--- config.mk ---
export PLATFORM = sky130hd
export DESIGN_NAME = itm_interval_timer
export DESIGN_NICKNAME = d
export VERILOG_FILES = /design/src/itm_pkg.sv /design/src/itm_count_clock_divider.sv /design/src/itm_interval_timer.sv
export SDC_FILE = /design/constraint.sdc
export NUM_CORES = 1
export LEC_CHECK = 0
export ABC_AREA = 1
export CAP_MARGIN = 15
export CORE_MARGIN = 10
export CORE_UTILIZATION = 61
export CTS_CLUSTER_SIZE = 8
export DETAILED_ROUTE_END_ITERATION = 7
export DONT_BUFFER_PORTS = 1
export GPL_TIMING_DRIVEN = 0
export PLACE_DENSITY = 0.77
export SLEW_MARGIN = 20
export SYNTH_ARGS = -nofsm -noshare
export SYNTH_HDL_FRONTEND = slang
export SYNTH_SLANG_ARGS = --single-unit
export TNS_END_PERCENT = 30
--- constraint.sdc ---
create_clock -name clock -period 6.48 [get_ports clock]
set_input_delay 0.972 -clock clock [delete_from_list [all_inputs] [get_ports clock]]
set_output_delay 0.972 -clock clock [all_outputs]
set_load 0.02 [all_outputs]
--- src/itm_pkg.sv ---
package itm_pkg;

  // Register byte addresses
  localparam logic [31:0] PERIPH_CLOCK_ENABLE0_ADDR  = 32'h4002_0420;
  localparam logic [31:0] COUNT_CLOCK_SELECTION_ADDR = 32'h4004_0C0C;
  localparam logic [31:0] INTERVAL_CONTROL_ADDR      = 32'h4004_2400;
  localparam logic [31:0] INTERRUPT_STATUS_ADDR      = 32'h4004_2404;
  localparam logic [31:0] INTERRUPT_MASK_ADDR        = 32'h4004_2408;

  // Reset values
  localparam logic [7:0]  PERIPH_CLOCK_ENABLE0_RESET  = 8'h00;
  localparam logic [7:0]  COUNT_CLOCK_SELECTION_RESET = 8'h00;
  localparam logic [15:0] INTERVAL_CONTROL_RESET      = 16'h7FFF;
  localparam logic        INTERRUPT_MASK_RESET        = 1'b1;

  // Field positions and widths
  localparam int TIMER_CLOCK_GATE_BIT        = 7;
  localparam int MAIN_SOURCE_SELECT_BIT      = 7;
  localparam int MAIN_DIVIDER_SELECT_HI_BIT  = 6;
  localparam int MAIN_DIVIDER_SELECT_LO_BIT  = 5;
  localparam int COUNT_CLOCK_SELECT_HI_BIT   = 1;
  localparam int COUNT_CLOCK_SELECT_LO_BIT   = 0;
  localparam int INTERVAL_RUN_BIT            = 15;
  localparam int COMPARE_WIDTH               = 15;
  localparam int DIVISOR_WIDTH               = 11;

  // Writable bits of the count clock selection register
  localparam logic [7:0] COUNT_CLOCK_SELECTION_MASK = 8'hE3;

  // Count clock select field
  localparam logic [1:0] CKS_SUB_CLOCK  = 2'h0;
  localparam logic [1:0] CKS_LOW_SPEED  = 2'h1;
  localparam logic [1:0] CKS_MAIN_SLOW  = 2'h2;
  localparam logic [1:0] CKS_MAIN_FAST  = 2'h3;

  // Main divider select field
  localparam logic [1:0] MDS_00 = 2'h0;
  localparam logic [1:0] MDS_01 = 2'h1;
  localparam logic [1:0] MDS_10 = 2'h2;

  // Divisors of the selected source clock, in source cycles
  localparam logic [10:0] DIVIDE_NONE = 11'h001;
  localparam logic [10:0] DIVIDE_1952 = 11'h7A0;
  localparam logic [10:0] DIVIDE_1464 = 11'h5B8;
  localparam logic [10:0] DIVIDE_976  = 11'h3D0;
  localparam logic [10:0] DIVIDE_488  = 11'h1E8;
  localparam logic [10:0] DIVIDE_244  = 11'h0F4;
  localparam logic [10:0] DIVIDE_OFF  = 11'h000;

endpackage : itm_pkg

--- src/itm_count_clock_divider.sv ---
`timescale 1ns/1ps

module itm_count_clock_divider #(
  parameter int DIVISOR_WIDTH = 11
) (
  input  wire logic                     clock,        // System clock
  input  wire logic                     resetn,       // Synchronised reset, active low
  input  wire logic                     enable,       // Divider running
  input  wire logic                     sourceLevel,  // Selected source clock level
  input  wire logic [DIVISOR_WIDTH-1:0] divisor,      // Source edges per tick
  output logic                          tick          // One-cycle count clock pulse
);

  logic                     previousLevel;
  logic [DIVISOR_WIDTH-1:0] edgeCount;
  wire                      risingEdge;
  wire                      lastEdge;
  wire  [DIVISOR_WIDTH-1:0] countPlusOne;

  assign risingEdge   = sourceLevel & ~previousLevel;
  assign lastEdge     = (edgeCount >= divisor - DIVISOR_WIDTH'(1));
  assign countPlusOne = edgeCount + DIVISOR_WIDTH'(1);

  always_ff @(posedge clock or negedge resetn) begin
    if (!resetn) begin
      previousLevel <= 1'b0;
    end else begin
      previousLevel <= sourceLevel;
    end
  end

  // Disabled divider restarts from zero so the first tick is a full period
  always_ff @(posedge clock or negedge resetn) begin
    if (!resetn) begin
      edgeCount <= '0;
      tick      <= 1'b0;
    end else if (!enable) begin
      edgeCount <= '0;
      tick      <= 1'b0;
    end else if (risingEdge && lastEdge) begin
      edgeCount <= '0;
      tick      <= 1'b1;
    end else if (risingEdge) begin
      edgeCount <= countPlusOne;
      tick      <= 1'b0;
    end else begin
      tick      <= 1'b0;
    end
  end

endmodule : itm_count_clock_divider

--- src/itm_interval_timer.sv ---
// Chosen here: the address-and-strobe port.
`timescale 1ns/1ps

module itm_interval_timer #(
  parameter int COMPARE_WIDTH = itm_pkg::COMPARE_WIDTH
) (
  input  wire logic        clock,                // 40 MHz register clock
  input  wire logic        resetn,               // Asynchronous reset, active low
  input  wire logic [31:0] address,              // Register byte address
  input  wire logic [31:0] writeData,            // Write data
  input  wire logic        writeStrobe,          // One-cycle write request
  input  wire logic        readStrobe,           // One-cycle read request
  output logic      [31:0] readData,             // Read data, cycle after strobe
  input  wire logic        subClock,             // Sub clock level
  input  wire logic        lowSpeedOscClock,     // Low-speed oscillator level
  input  wire logic        highSpeedSystemClock, // High-speed system clock level
  input  wire logic        highSpeedInternalOsc, // High-speed internal osc level
  input  wire logic        lowSpeedOscSelect,    // Low-speed osc routed to timers
  output logic             intervalInterrupt,    // One-cycle pulse per match
  output logic             irq                   // Level interrupt request
);

  // Reset release through two flip-flops
  logic [1:0] resetSync;
  wire        rstn;

  always_ff @(posedge clock or negedge resetn) begin
    if (!resetn) begin
      resetSync <= 2'b00;
    end else begin
      resetSync <= {resetSync[0], 1'b1};
    end
  end

  assign rstn = resetSync[1];

  // Registers
  logic [7:0]               periphClockEnable0;
  logic [7:0]               countClockSelection;
  logic [15:0]              pendingControl;
  logic [15:0]              appliedControl;
  logic [COMPARE_WIDTH-1:0] counter;
  logic                     intervalInterruptFlag;
  logic                     interruptMask;

  // Address decode
  wire hitEnable    = (address == itm_pkg::PERIPH_CLOCK_ENABLE0_ADDR);
  wire hitSelection = (address == itm_pkg::COUNT_CLOCK_SELECTION_ADDR);
  wire hitControl   = (address == itm_pkg::INTERVAL_CONTROL_ADDR);
  wire hitStatus    = (address == itm_pkg::INTERRUPT_STATUS_ADDR);
  wire hitMask      = (address == itm_pkg::INTERRUPT_MASK_ADDR);

  wire timerClockGate = periphClockEnable0[itm_pkg::TIMER_CLOCK_GATE_BIT];

  wire writeEnable    = writeStrobe & hitEnable;
  wire writeSelection = writeStrobe & hitSelection & timerClockGate;
  wire writeControl   = writeStrobe & hitControl & timerClockGate;
  wire writeMask      = writeStrobe & hitMask;
  wire readStatus     = readStrobe & hitStatus;

  // Clock selection fields
  wire       mainSourceSelect = countClockSelection[itm_pkg::MAIN_SOURCE_SELECT_BIT];
  wire [1:0] countClockSelect = {countClockSelection[itm_pkg::COUNT_CLOCK_SELECT_HI_BIT],
                                 countClockSelection[itm_pkg::COUNT_CLOCK_SELECT_LO_BIT]};
  wire [1:0] mainDividerSelect = {countClockSelection[itm_pkg::MAIN_DIVIDER_SELECT_HI_BIT],
                                  countClockSelection[itm_pkg::MAIN_DIVIDER_SELECT_LO_BIT]};

  // Divisor for a select pair; zero marks a combination with no clock
  function automatic logic [10:0] itm_divisor(input logic [1:0] cks,
                                              input logic [1:0] mds,
                                              input logic       lowSpeedOk);
    logic [10:0] result;
    result = itm_pkg::DIVIDE_OFF;
    case (cks)
      itm_pkg::CKS_SUB_CLOCK: begin
        result = itm_pkg::DIVIDE_NONE;
      end
      itm_pkg::CKS_LOW_SPEED: begin
        result = lowSpeedOk ? itm_pkg::DIVIDE_NONE : itm_pkg::DIVIDE_OFF;
      end
      itm_pkg::CKS_MAIN_SLOW: begin
        case (mds)
          itm_pkg::MDS_01: result = itm_pkg::DIVIDE_1952;
          itm_pkg::MDS_00: result = itm_pkg::DIVIDE_1464;
          itm_pkg::MDS_10: result = itm_pkg::DIVIDE_976;
          default:         result = itm_pkg::DIVIDE_OFF;
        endcase
      end
      itm_pkg::CKS_MAIN_FAST: begin
        case (mds)
          itm_pkg::MDS_00: result = itm_pkg::DIVIDE_488;
          itm_pkg::MDS_10: result = itm_pkg::DIVIDE_244;
          default:         result = itm_pkg::DIVIDE_OFF;
        endcase
      end
      default: begin
        result = itm_pkg::DIVIDE_OFF;
      end
    endcase
    return result;
  endfunction : itm_divisor

  wire        mainClockLevel = mainSourceSelect ? highSpeedInternalOsc
                                                : highSpeedSystemClock;
  wire        selectedLevel  = (countClockSelect == itm_pkg::CKS_SUB_CLOCK) ? subClock
                             : (countClockSelect == itm_pkg::CKS_LOW_SPEED) ? lowSpeedOscClock
                             : mainClockLevel;
  wire [10:0] countDivisor   = itm_divisor(countClockSelect, mainDividerSelect,
                                           lowSpeedOscSelect);
  // Gate low or an unlisted select pair gives no count clock at all
  wire        countEnable    = timerClockGate & (countDivisor != itm_pkg::DIVIDE_OFF);
  wire        countTick;

  itm_count_clock_divider #(
    .DIVISOR_WIDTH (itm_pkg::DIVISOR_WIDTH)
  ) itm_count_clock_divider_i (
    .clock       (clock),
    .resetn      (rstn),
    .enable      (countEnable),
    .sourceLevel (selectedLevel),
    .divisor     (countDivisor),
    .tick        (countTick)
  );

  // Register writes
  always_ff @(posedge clock or negedge rstn) begin
    if (!rstn) begin
      periphClockEnable0 <= itm_pkg::PERIPH_CLOCK_ENABLE0_RESET;
    end else if (writeEnable) begin
      periphClockEnable0 <= writeData[7:0];
    end
  end

  always_ff @(posedge clock or negedge rstn) begin
    if (!rstn) begin
      countClockSelection <= itm_pkg::COUNT_CLOCK_SELECTION_RESET;
    end else if (writeSelection) begin
      countClockSelection <= writeData[7:0] & itm_pkg::COUNT_CLOCK_SELECTION_MASK;
    end
  end

  always_ff @(posedge clock or negedge rstn) begin
    if (!rstn) begin
      interruptMask <= itm_pkg::INTERRUPT_MASK_RESET;
    end else if (writeMask) begin
      interruptMask <= writeData[0];
    end
  end

  // Written value waits here until the next count clock tick
  always_ff @(posedge clock or negedge rstn) begin
    if (!rstn) begin
      pendingControl <= itm_pkg::INTERVAL_CONTROL_RESET;
    end else if (!timerClockGate) begin
      pendingControl <= itm_pkg::INTERVAL_CONTROL_RESET;
    end else if (writeControl) begin
      pendingControl <= writeData[15:0];
    end
  end

  // Copy taken only on a tick, so the counter never sees a half-applied write
  always_ff @(posedge clock or negedge rstn) begin
    if (!rstn) begin
      appliedControl <= itm_pkg::INTERVAL_CONTROL_RESET;
    end else if (!timerClockGate) begin
      appliedControl <= itm_pkg::INTERVAL_CONTROL_RESET;
    end else if (countTick) begin
      appliedControl <= pendingControl;
    end
  end

  wire                     intervalRun  = appliedControl[itm_pkg::INTERVAL_RUN_BIT];
  wire [COMPARE_WIDTH-1:0] compareValue = appliedControl[COMPARE_WIDTH-1:0];
  wire                     counterMatch = (counter == compareValue);
  wire [COMPARE_WIDTH-1:0] counterNext  = counter + COMPARE_WIDTH'(1);

  // Counter runs on ticks only, independent of any processor sleep state
  always_ff @(posedge clock or negedge rstn) begin
    if (!rstn) begin
      counter           <= '0;
      intervalInterrupt <= 1'b0;
    end else if (!timerClockGate) begin
      counter           <= '0;
      intervalInterrupt <= 1'b0;
    end else if (!intervalRun) begin
      // Stopped clears at once, so a frozen count clock cannot leave a stale count
      counter           <= '0;
      intervalInterrupt <= 1'b0;
    end else if (countTick && counterMatch) begin
      counter           <= '0;
      intervalInterrupt <= 1'b1;
    end else if (countTick) begin
      counter           <= counterNext;
      intervalInterrupt <= 1'b0;
    end else begin
      intervalInterrupt <= 1'b0;
    end
  end

  // Sticky flag; a new match in the clearing read's cycle is kept
  wire nextIntervalInterruptFlag = (intervalInterruptFlag & ~readStatus) | intervalInterrupt;

  always_ff @(posedge clock or negedge rstn) begin
    if (!rstn) begin
      intervalInterruptFlag <= 1'b0;
    end else begin
      intervalInterruptFlag <= nextIntervalInterruptFlag;
    end
  end

  assign irq = intervalInterruptFlag & ~interruptMask;

  // Read path; run bit shows the applied copy, compare shows the written one
  wire [31:0] controlReadValue = {16'h0000, intervalRun, pendingControl[COMPARE_WIDTH-1:0]};
  wire [31:0] readMux = hitEnable    ? {24'h000000, periphClockEnable0}
                      : hitSelection ? {24'h000000, countClockSelection}
                      : hitControl   ? controlReadValue
                      : hitStatus    ? {31'h00000000, intervalInterruptFlag}
                      : hitMask      ? {31'h00000000, interruptMask}
                      : 32'h00000000;

  always_ff @(posedge clock or negedge rstn) begin
    if (!rstn) begin
      readData <= 32'h00000000;
    end else if (readStrobe) begin
      readData <= readMux;
    end else begin
      readData <= 32'h00000000;
    end
  end

endmodule : itm_interval_timer

== Yosys cells after proc, flatten, opt, wreduce, memory -nomap -nowiden ==
Cells that the tools add are included.

* Bits in registers: 110
* Input bits: 73
* Word-level logic and storage cells: 81
* Output and inout bits: 34

* Order comparisons: 1
* Bitwise logic cells: 15
* Equality and inequality tests: 15
* Reductions and logical operators: 5
* $add $sub $neg: 3
* Multiplexer cells: 29

{| class="wikitable"
|+ Operators with widths
! cell !! count
|-
| 32-bit by 31-bit == test with 1-bit output (second input constant) || 5
|-
| 16-bit two-way mux || 7
|-
| 15-bit two-way mux || 4
|-
| 11-bit case mux with 4 select lines || 1
|-
| 11-bit two-way mux || 3
|-
| 11-bit case mux with 3 select lines || 1
|-
| 32-bit two-way mux || 1
|-
| 9-bit case mux with 2 select lines || 1
|-
| 15-bit by 1-bit adder with 15-bit output (second input constant) || 1
|-
| 15-bit == test || 1
|-
| 11-bit by 1-bit adder with 11-bit output (second input constant) || 1
|-
| 1-bit bitwise AND || 11
|-
| 11-bit greater-or-equal comparator || 1
|-
| 1-bit two-way mux || 11
|-
| 11-bit nonzero test || 1
|-
| 11-bit by 1-bit subtractor with 11-bit output (second input constant) || 1
|-
| 2-bit == test (second input constant) || 3
|-
| 2-bit by 1-bit == test with 1-bit output (second input constant) || 2
|-
| 2-bit logical NOT || 2
|-
| 2-bit by 1-bit inequality test with 1-bit output (second input constant) || 2
|-
| 4-bit by 2-bit inequality test with 1-bit output (second input constant) || 1
|-
| 3-bit inequality test (second input constant) || 1
|-
| 1-bit NOT || 3
|-
| 1-bit logical AND || 2
|-
| 1-bit OR || 1
|}

== Longest topological paths before layout ==
* Depth after elaboration: 8
* Depth in mapped cells: 21

== By module ==
A second synthesis with hierarchy kept.

* Cell total of the unflattened synthesis: 740
* Area, all modules: 5866.9 sq um

{| class="wikitable"
|+ By module, submodules not included
! module !! instances !! area an instance (sq um) !! cells each
|-
| itm_interval_timer || 1 || 4570.6 || 550
|-
| itm_count_clock_divider || 1 || 1296.2 || 190
|}

== Worst setup path after synthesis ==
No wires, ideal clock.

* Path kind: in2reg
* Start point: input port lowSpeedOscSelect
* End point: register itm_count_clock_divider_i.edgeCount[0]
* Cell stages on the path: 15
* Arrival time: 3.161 ns
* Data required time: 6.414 ns
* Library setup time: 0.066 ns
* Slack: 3.252 ns
* Path through: o21ai_0 -> nand3_1 -> nor2_1 -> nand2_1 -> nor2_1 -> nor2_1 -> ha_1 -> a21oi_1 -> o21ai_0 -> nand2_1 -> nand3_1 -> o21ai_1 -> buf_2 -> nand4_1 -> nand2_1

* Longest elaborated chain between the ends: 7
* Elaborated cells on any way between the ends: 10

{| class="wikitable"
|+ RTL lines
! what !! line !! text
|-
| start: declaration || itm_interval_timer.sv:18 || <nowiki>input wire logic lowSpeedOscSelect,</nowiki>
|-
| 1-bit two-way mux (*) || itm_interval_timer.sv:79 || <nowiki>result = lowSpeedOk ? itm_pkg::DIVIDE_NONE : itm_pkg::DIVIDE_OFF;</nowiki>
|-
| 11-bit case mux with 4 select lines (*) || itm_interval_timer.sv:74 || <nowiki>case (cks)</nowiki>
|-
| 11-bit by 1-bit subtractor with 11-bit output || itm_count_clock_divider.sv:21 || <nowiki>assign lastEdge = (edgeCount >= divisor - DIVISOR_WIDTH'(1));</nowiki>
|-
| 11-bit greater-or-equal comparator || itm_count_clock_divider.sv:21 ||
|-
| 1-bit logical AND || itm_count_clock_divider.sv:40 || <nowiki>end else if (risingEdge && lastEdge) begin</nowiki>
|-
| 11-bit two-way mux || itm_count_clock_divider.sv:40 ||
|-
| 11-bit two-way mux || itm_count_clock_divider.sv:37 || <nowiki>end else if (!enable) begin</nowiki>
|-
| end signal: assignment || itm_count_clock_divider.sv:44 || <nowiki>edgeCount <= countPlusOne;</nowiki>
|-
| end: declaration || itm_count_clock_divider.sv:15 || <nowiki>logic [DIVISOR_WIDTH-1:0] edgeCount;</nowiki>
|}

Mark *: on every way between the ends. The rest lies on a longest branch, timed or not.
A chain may end at the register's enable or synchronous reset.

== Worst setup path after layout ==
* Start point: input port lowSpeedOscSelect
* End point: register itm_count_clock_divider_i.edgeCount[10]

The elaborated chain is that of the path after synthesis.

==> out/summary.txt <==
Status - finished, final reports clean
VDD IR max - 0.1482 mV
Static Leak - 2.775 nW
Cell Int Power - 0.0007499 W
Crit end category - flip-flop
Sw Pwr - 0.0002665 W
Area growth syn-to-layout - 7.672%
Initial drt markers - 266
Share of cells above drive strength 1 - 13.76%
Cell row count - 34
Yosys cell types - 41
Period utilization - 53.85%
Tmin final - 3.489 ns
Nets@finish - 793
Worst Path Required - 6.80 ns
Ant diodes - 0
Vias post-DR - 4,514
Sequential element share of the synthesized area - 44.70%
Slew margin rel. - 44.51%
Clock transition at the registers of the reported paths - 0.10 ns
Syn Area/Cell - 7.948 um^2
Remaining global-route overflow - 0
Count of final setup violators - 0
H-tree depth - 3
Clk_lat worst skew - 0.37 ns
Total CTS buffers - 9
Drt total wl - 12.59 mm
First-pass GRT wire length - 21.01 mm
Post-DRT Antenna Nets - 0
Worst setup SP type - input pin
Synth area leader - dfrtp_1
Mapped Area - 5349 um^2
Vias/cell - 5.552
Cts hold-fix bufs - 0
Clock network power share - 37.4%
Initial Utilization - 61.94%
Adder-cell share of the synthesized area - 4.678%
Fillers - 720
Flop pwr share - 58.4%
Final-report hold violation count - 0
Total Neg Setup Slack - 0 ns
Die ar. - 12,910 um^2
WP data arrival - 3.80 ns
Post-synthesis mux area share - 0%
Post-Syn Instances - 673
Number of max-cap violations - 0
Residual DRC count - 0
Worst Hold Class - in2async
Die span in x - 113.6 um
Slew Limit Fails - 0
Switching Share - 26.22%
Power Density - 176.5 nW/um^2
Synth Area in Compound Gates - 13.61%
Fraction of power consumed by combinational cells - 4.2%
Final GP Congestion - 0.8962
Root Buffer - clkbuf_8
Synth top area share - 29.47%
Fin Clk Skew - 0.01185 ns
IO Port Bufs - 0
RSZ-0062 raised after global routing - false
Initial DRT Pass Iterations - 5
Floorplan die height - 113.6 um
Synth Area in XOR/XNOR - 3.111%
Clock Sinks - 94
CP Max Fanout - 10
GRT Total Usage - 19.55%
Critical setup path kind - in2reg
Initial antenna violation count - 0
Vias in the first global route - 4,487
Core area - 8636 um^2
Main combinational cell family by area after synthesis - simple AND/OR/NAND/NOR gates
Largest cells by area after synthesis - dfrtp_1 29%, dfstp_2 15%, nand2_1 7.2%
Post-CTS sizing - 0
Largest net degree at the start of global routing - 53
WL per Instance - 15.48 um
Fmax - 0.2866 GHz
Post-synthesis register bit count - 94
# IOs - 107
Tightest Pin Transition - 0.8236 ns
FFs w/ async S/R, synth - 100.0%
Detailed Place HPWL - 9.816 mm
Post-synth EDFFs - 0
CTS tree - done
Yosys warnings - 0
Total chip power - 0.001016 W
Simple-gate share of the synthesized area - 22.50%
Top_reg_cell synth - dfrtp_1
Total setup buffers inserted after CTS - 0
Clk buf depth - 2
[routing by layer]
| layer | track usage (%) | up-vias | wire length [um] |
|---|---|---|---|
| li1 | - | 2216 | - |
| met1 | 24.16 | 2094 | 5307 |
| met2 | 31.69 | 183 | 6001 |
| met3 | 5.984 | 21 | 1047 |
| met4 | 6.853 | 0 | 232 |
| met5 | 0 | - | 0 |
[logic make-up after synthesis]
family                   count (synthesis)
AND/OR/NAND/NOR                        267
AO/OA/AOI/OAI                          133
XOR/XNOR                                19
other                                    2
adder cells (fa/ha/maj)                 20
buffers and inverters                  138
flip-flops                              94
[worst max-delay path, cell delays in order]
cell,delay (ns)
o21ai_0,0.64
nand3_1,0.22
nor2_1,0.26
nand2_1,0.08
nor2_1,0.14
nor2_1,0.09
ha_1,0.31
a21oi_1,0.14
o21ai_0,0.09
nand2_1,0.07
nand3_1,0.06
o21ai_1,0.24
buf_2,0.27
nand4_1,0.12
nand2_1,0.10
[cell usage after synthesis, types with 16 or more instances]
library cell and instances:
nor2_1 68, buf_4 18, dfrtp_1 63, nand3_1 36, inv_1 101, a21oi_1 43, o21ai_0 66, nand2_1 103
nand4_1 23, nor3_1 16, dfstp_2 31, ha_1 20
[placed cells by master, fill, tap and decap left out, types with 2 or more instances in the layout]
cell        instances
buf_4              18
clkbuf_1            6
inv_1             101
clkbuf_8            9
nand3_1            36
nand2_1           103
nor4_1              4
conb_1             17
o21ai_0            66
xor2_1             11
a21oi_1            43
nor2_2              5
dfstp_2            31
or2_2               2
nor3_1             16
inv_2               5
xnor2_1             8
clkinvlp_4          2
nand3b_1            2
o22ai_1             3
ha_1               20
o21a_1              3
o21ai_1             5
inv_6               2
dfrtp_1            62
nand4_1            23
nor3b_1             2
a22oi_1             3
inv_8               2
nor2_1             68
nor2_4              2
a31oi_1             2
buf_2               7
nor3_2              2
[sequential cells by signal, indices dropped and copies added, names as in the netlist]
| signal | cells |
|---|---|
| appliedControl | 16 |
| countClockSelection | 5 |
| counter | 15 |
| interruptMask | 1 |
| intervalInterrupt | 1 |
| intervalInterruptFlag | 1 |
| itm_count_clock_divider_i.edgeCount | 11 |
| itm_count_clock_divider_i.previousLevel | 1 |
| itm_count_clock_divider_i.tick | 1 |
| pendingControl | 16 |
| periphClockEnable0 | 8 |
| readData | 16 |
| resetSync | 2 |
[per-stage QoR]
stage	instances	util (%)	setup slack [ns]	cell area [um^2]	hold WS, ns
after floorplan	688	-	3.253	5405	0.3312
after global placement	796	64.16	2.807	5540	0.3366
after detailed placement	797	64.52	2.664	5572	0.3343
after CTS	813	66.69	3.040	5759	0.2650
after global routing	813	66.69	2.679	5759	0.2543
final	813	66.69	2.991	5759	0.2785
[power groups by stage]
stage	clock network (W)	registers, W	logic (W)
after floorplan	0	0.000607	0.0000295
after global placement	0	0.000610	0.0000332
after detailed placement	0	0.000604	0.0000418
after CTS	0.000388	0.000594	0.0000418
after global routing	0.000412	0.000594	0.0000478
final	0.000381	0.000593	0.0000424
[final timing paths]
path | from | to | slack (ns) | cells after the start
worst max-delay path | lowSpeedOscSelect | itm_count_clock_divider_i.edgeCount[10] | 2.99 | 15
worst min-delay path | resetn | resetSync[1] | 0.28 | 0
worst max register to register | countClockSelection[0] | itm_count_clock_divider_i.edgeCount[10] | 2.99 | 16
worst min register to register | resetSync[1] | readData[10] | 0.32 | 0
max in group asynchronous | resetSync[1] | appliedControl[4] | 5.46 | 1
min in group clock | resetSync[0] | resetSync[1] | 0.37 | 0
[area by class of cell]
cell class                 instances  area, um^2  share of cell area [%]
clock inverter                     7       63.81                   1.108
clock buffer                       9       123.9                   2.151
tap                              108       135.1                   2.346
timing repair buffer               1       27.53                  0.4779
sequential                        94        2395                   41.58
inverter                         106       397.9                   6.909
multi-input combinational        456        2412                   41.89
buffer                            32       203.9                   3.541
Note: power is estimated with default switching activity, not from simulation.
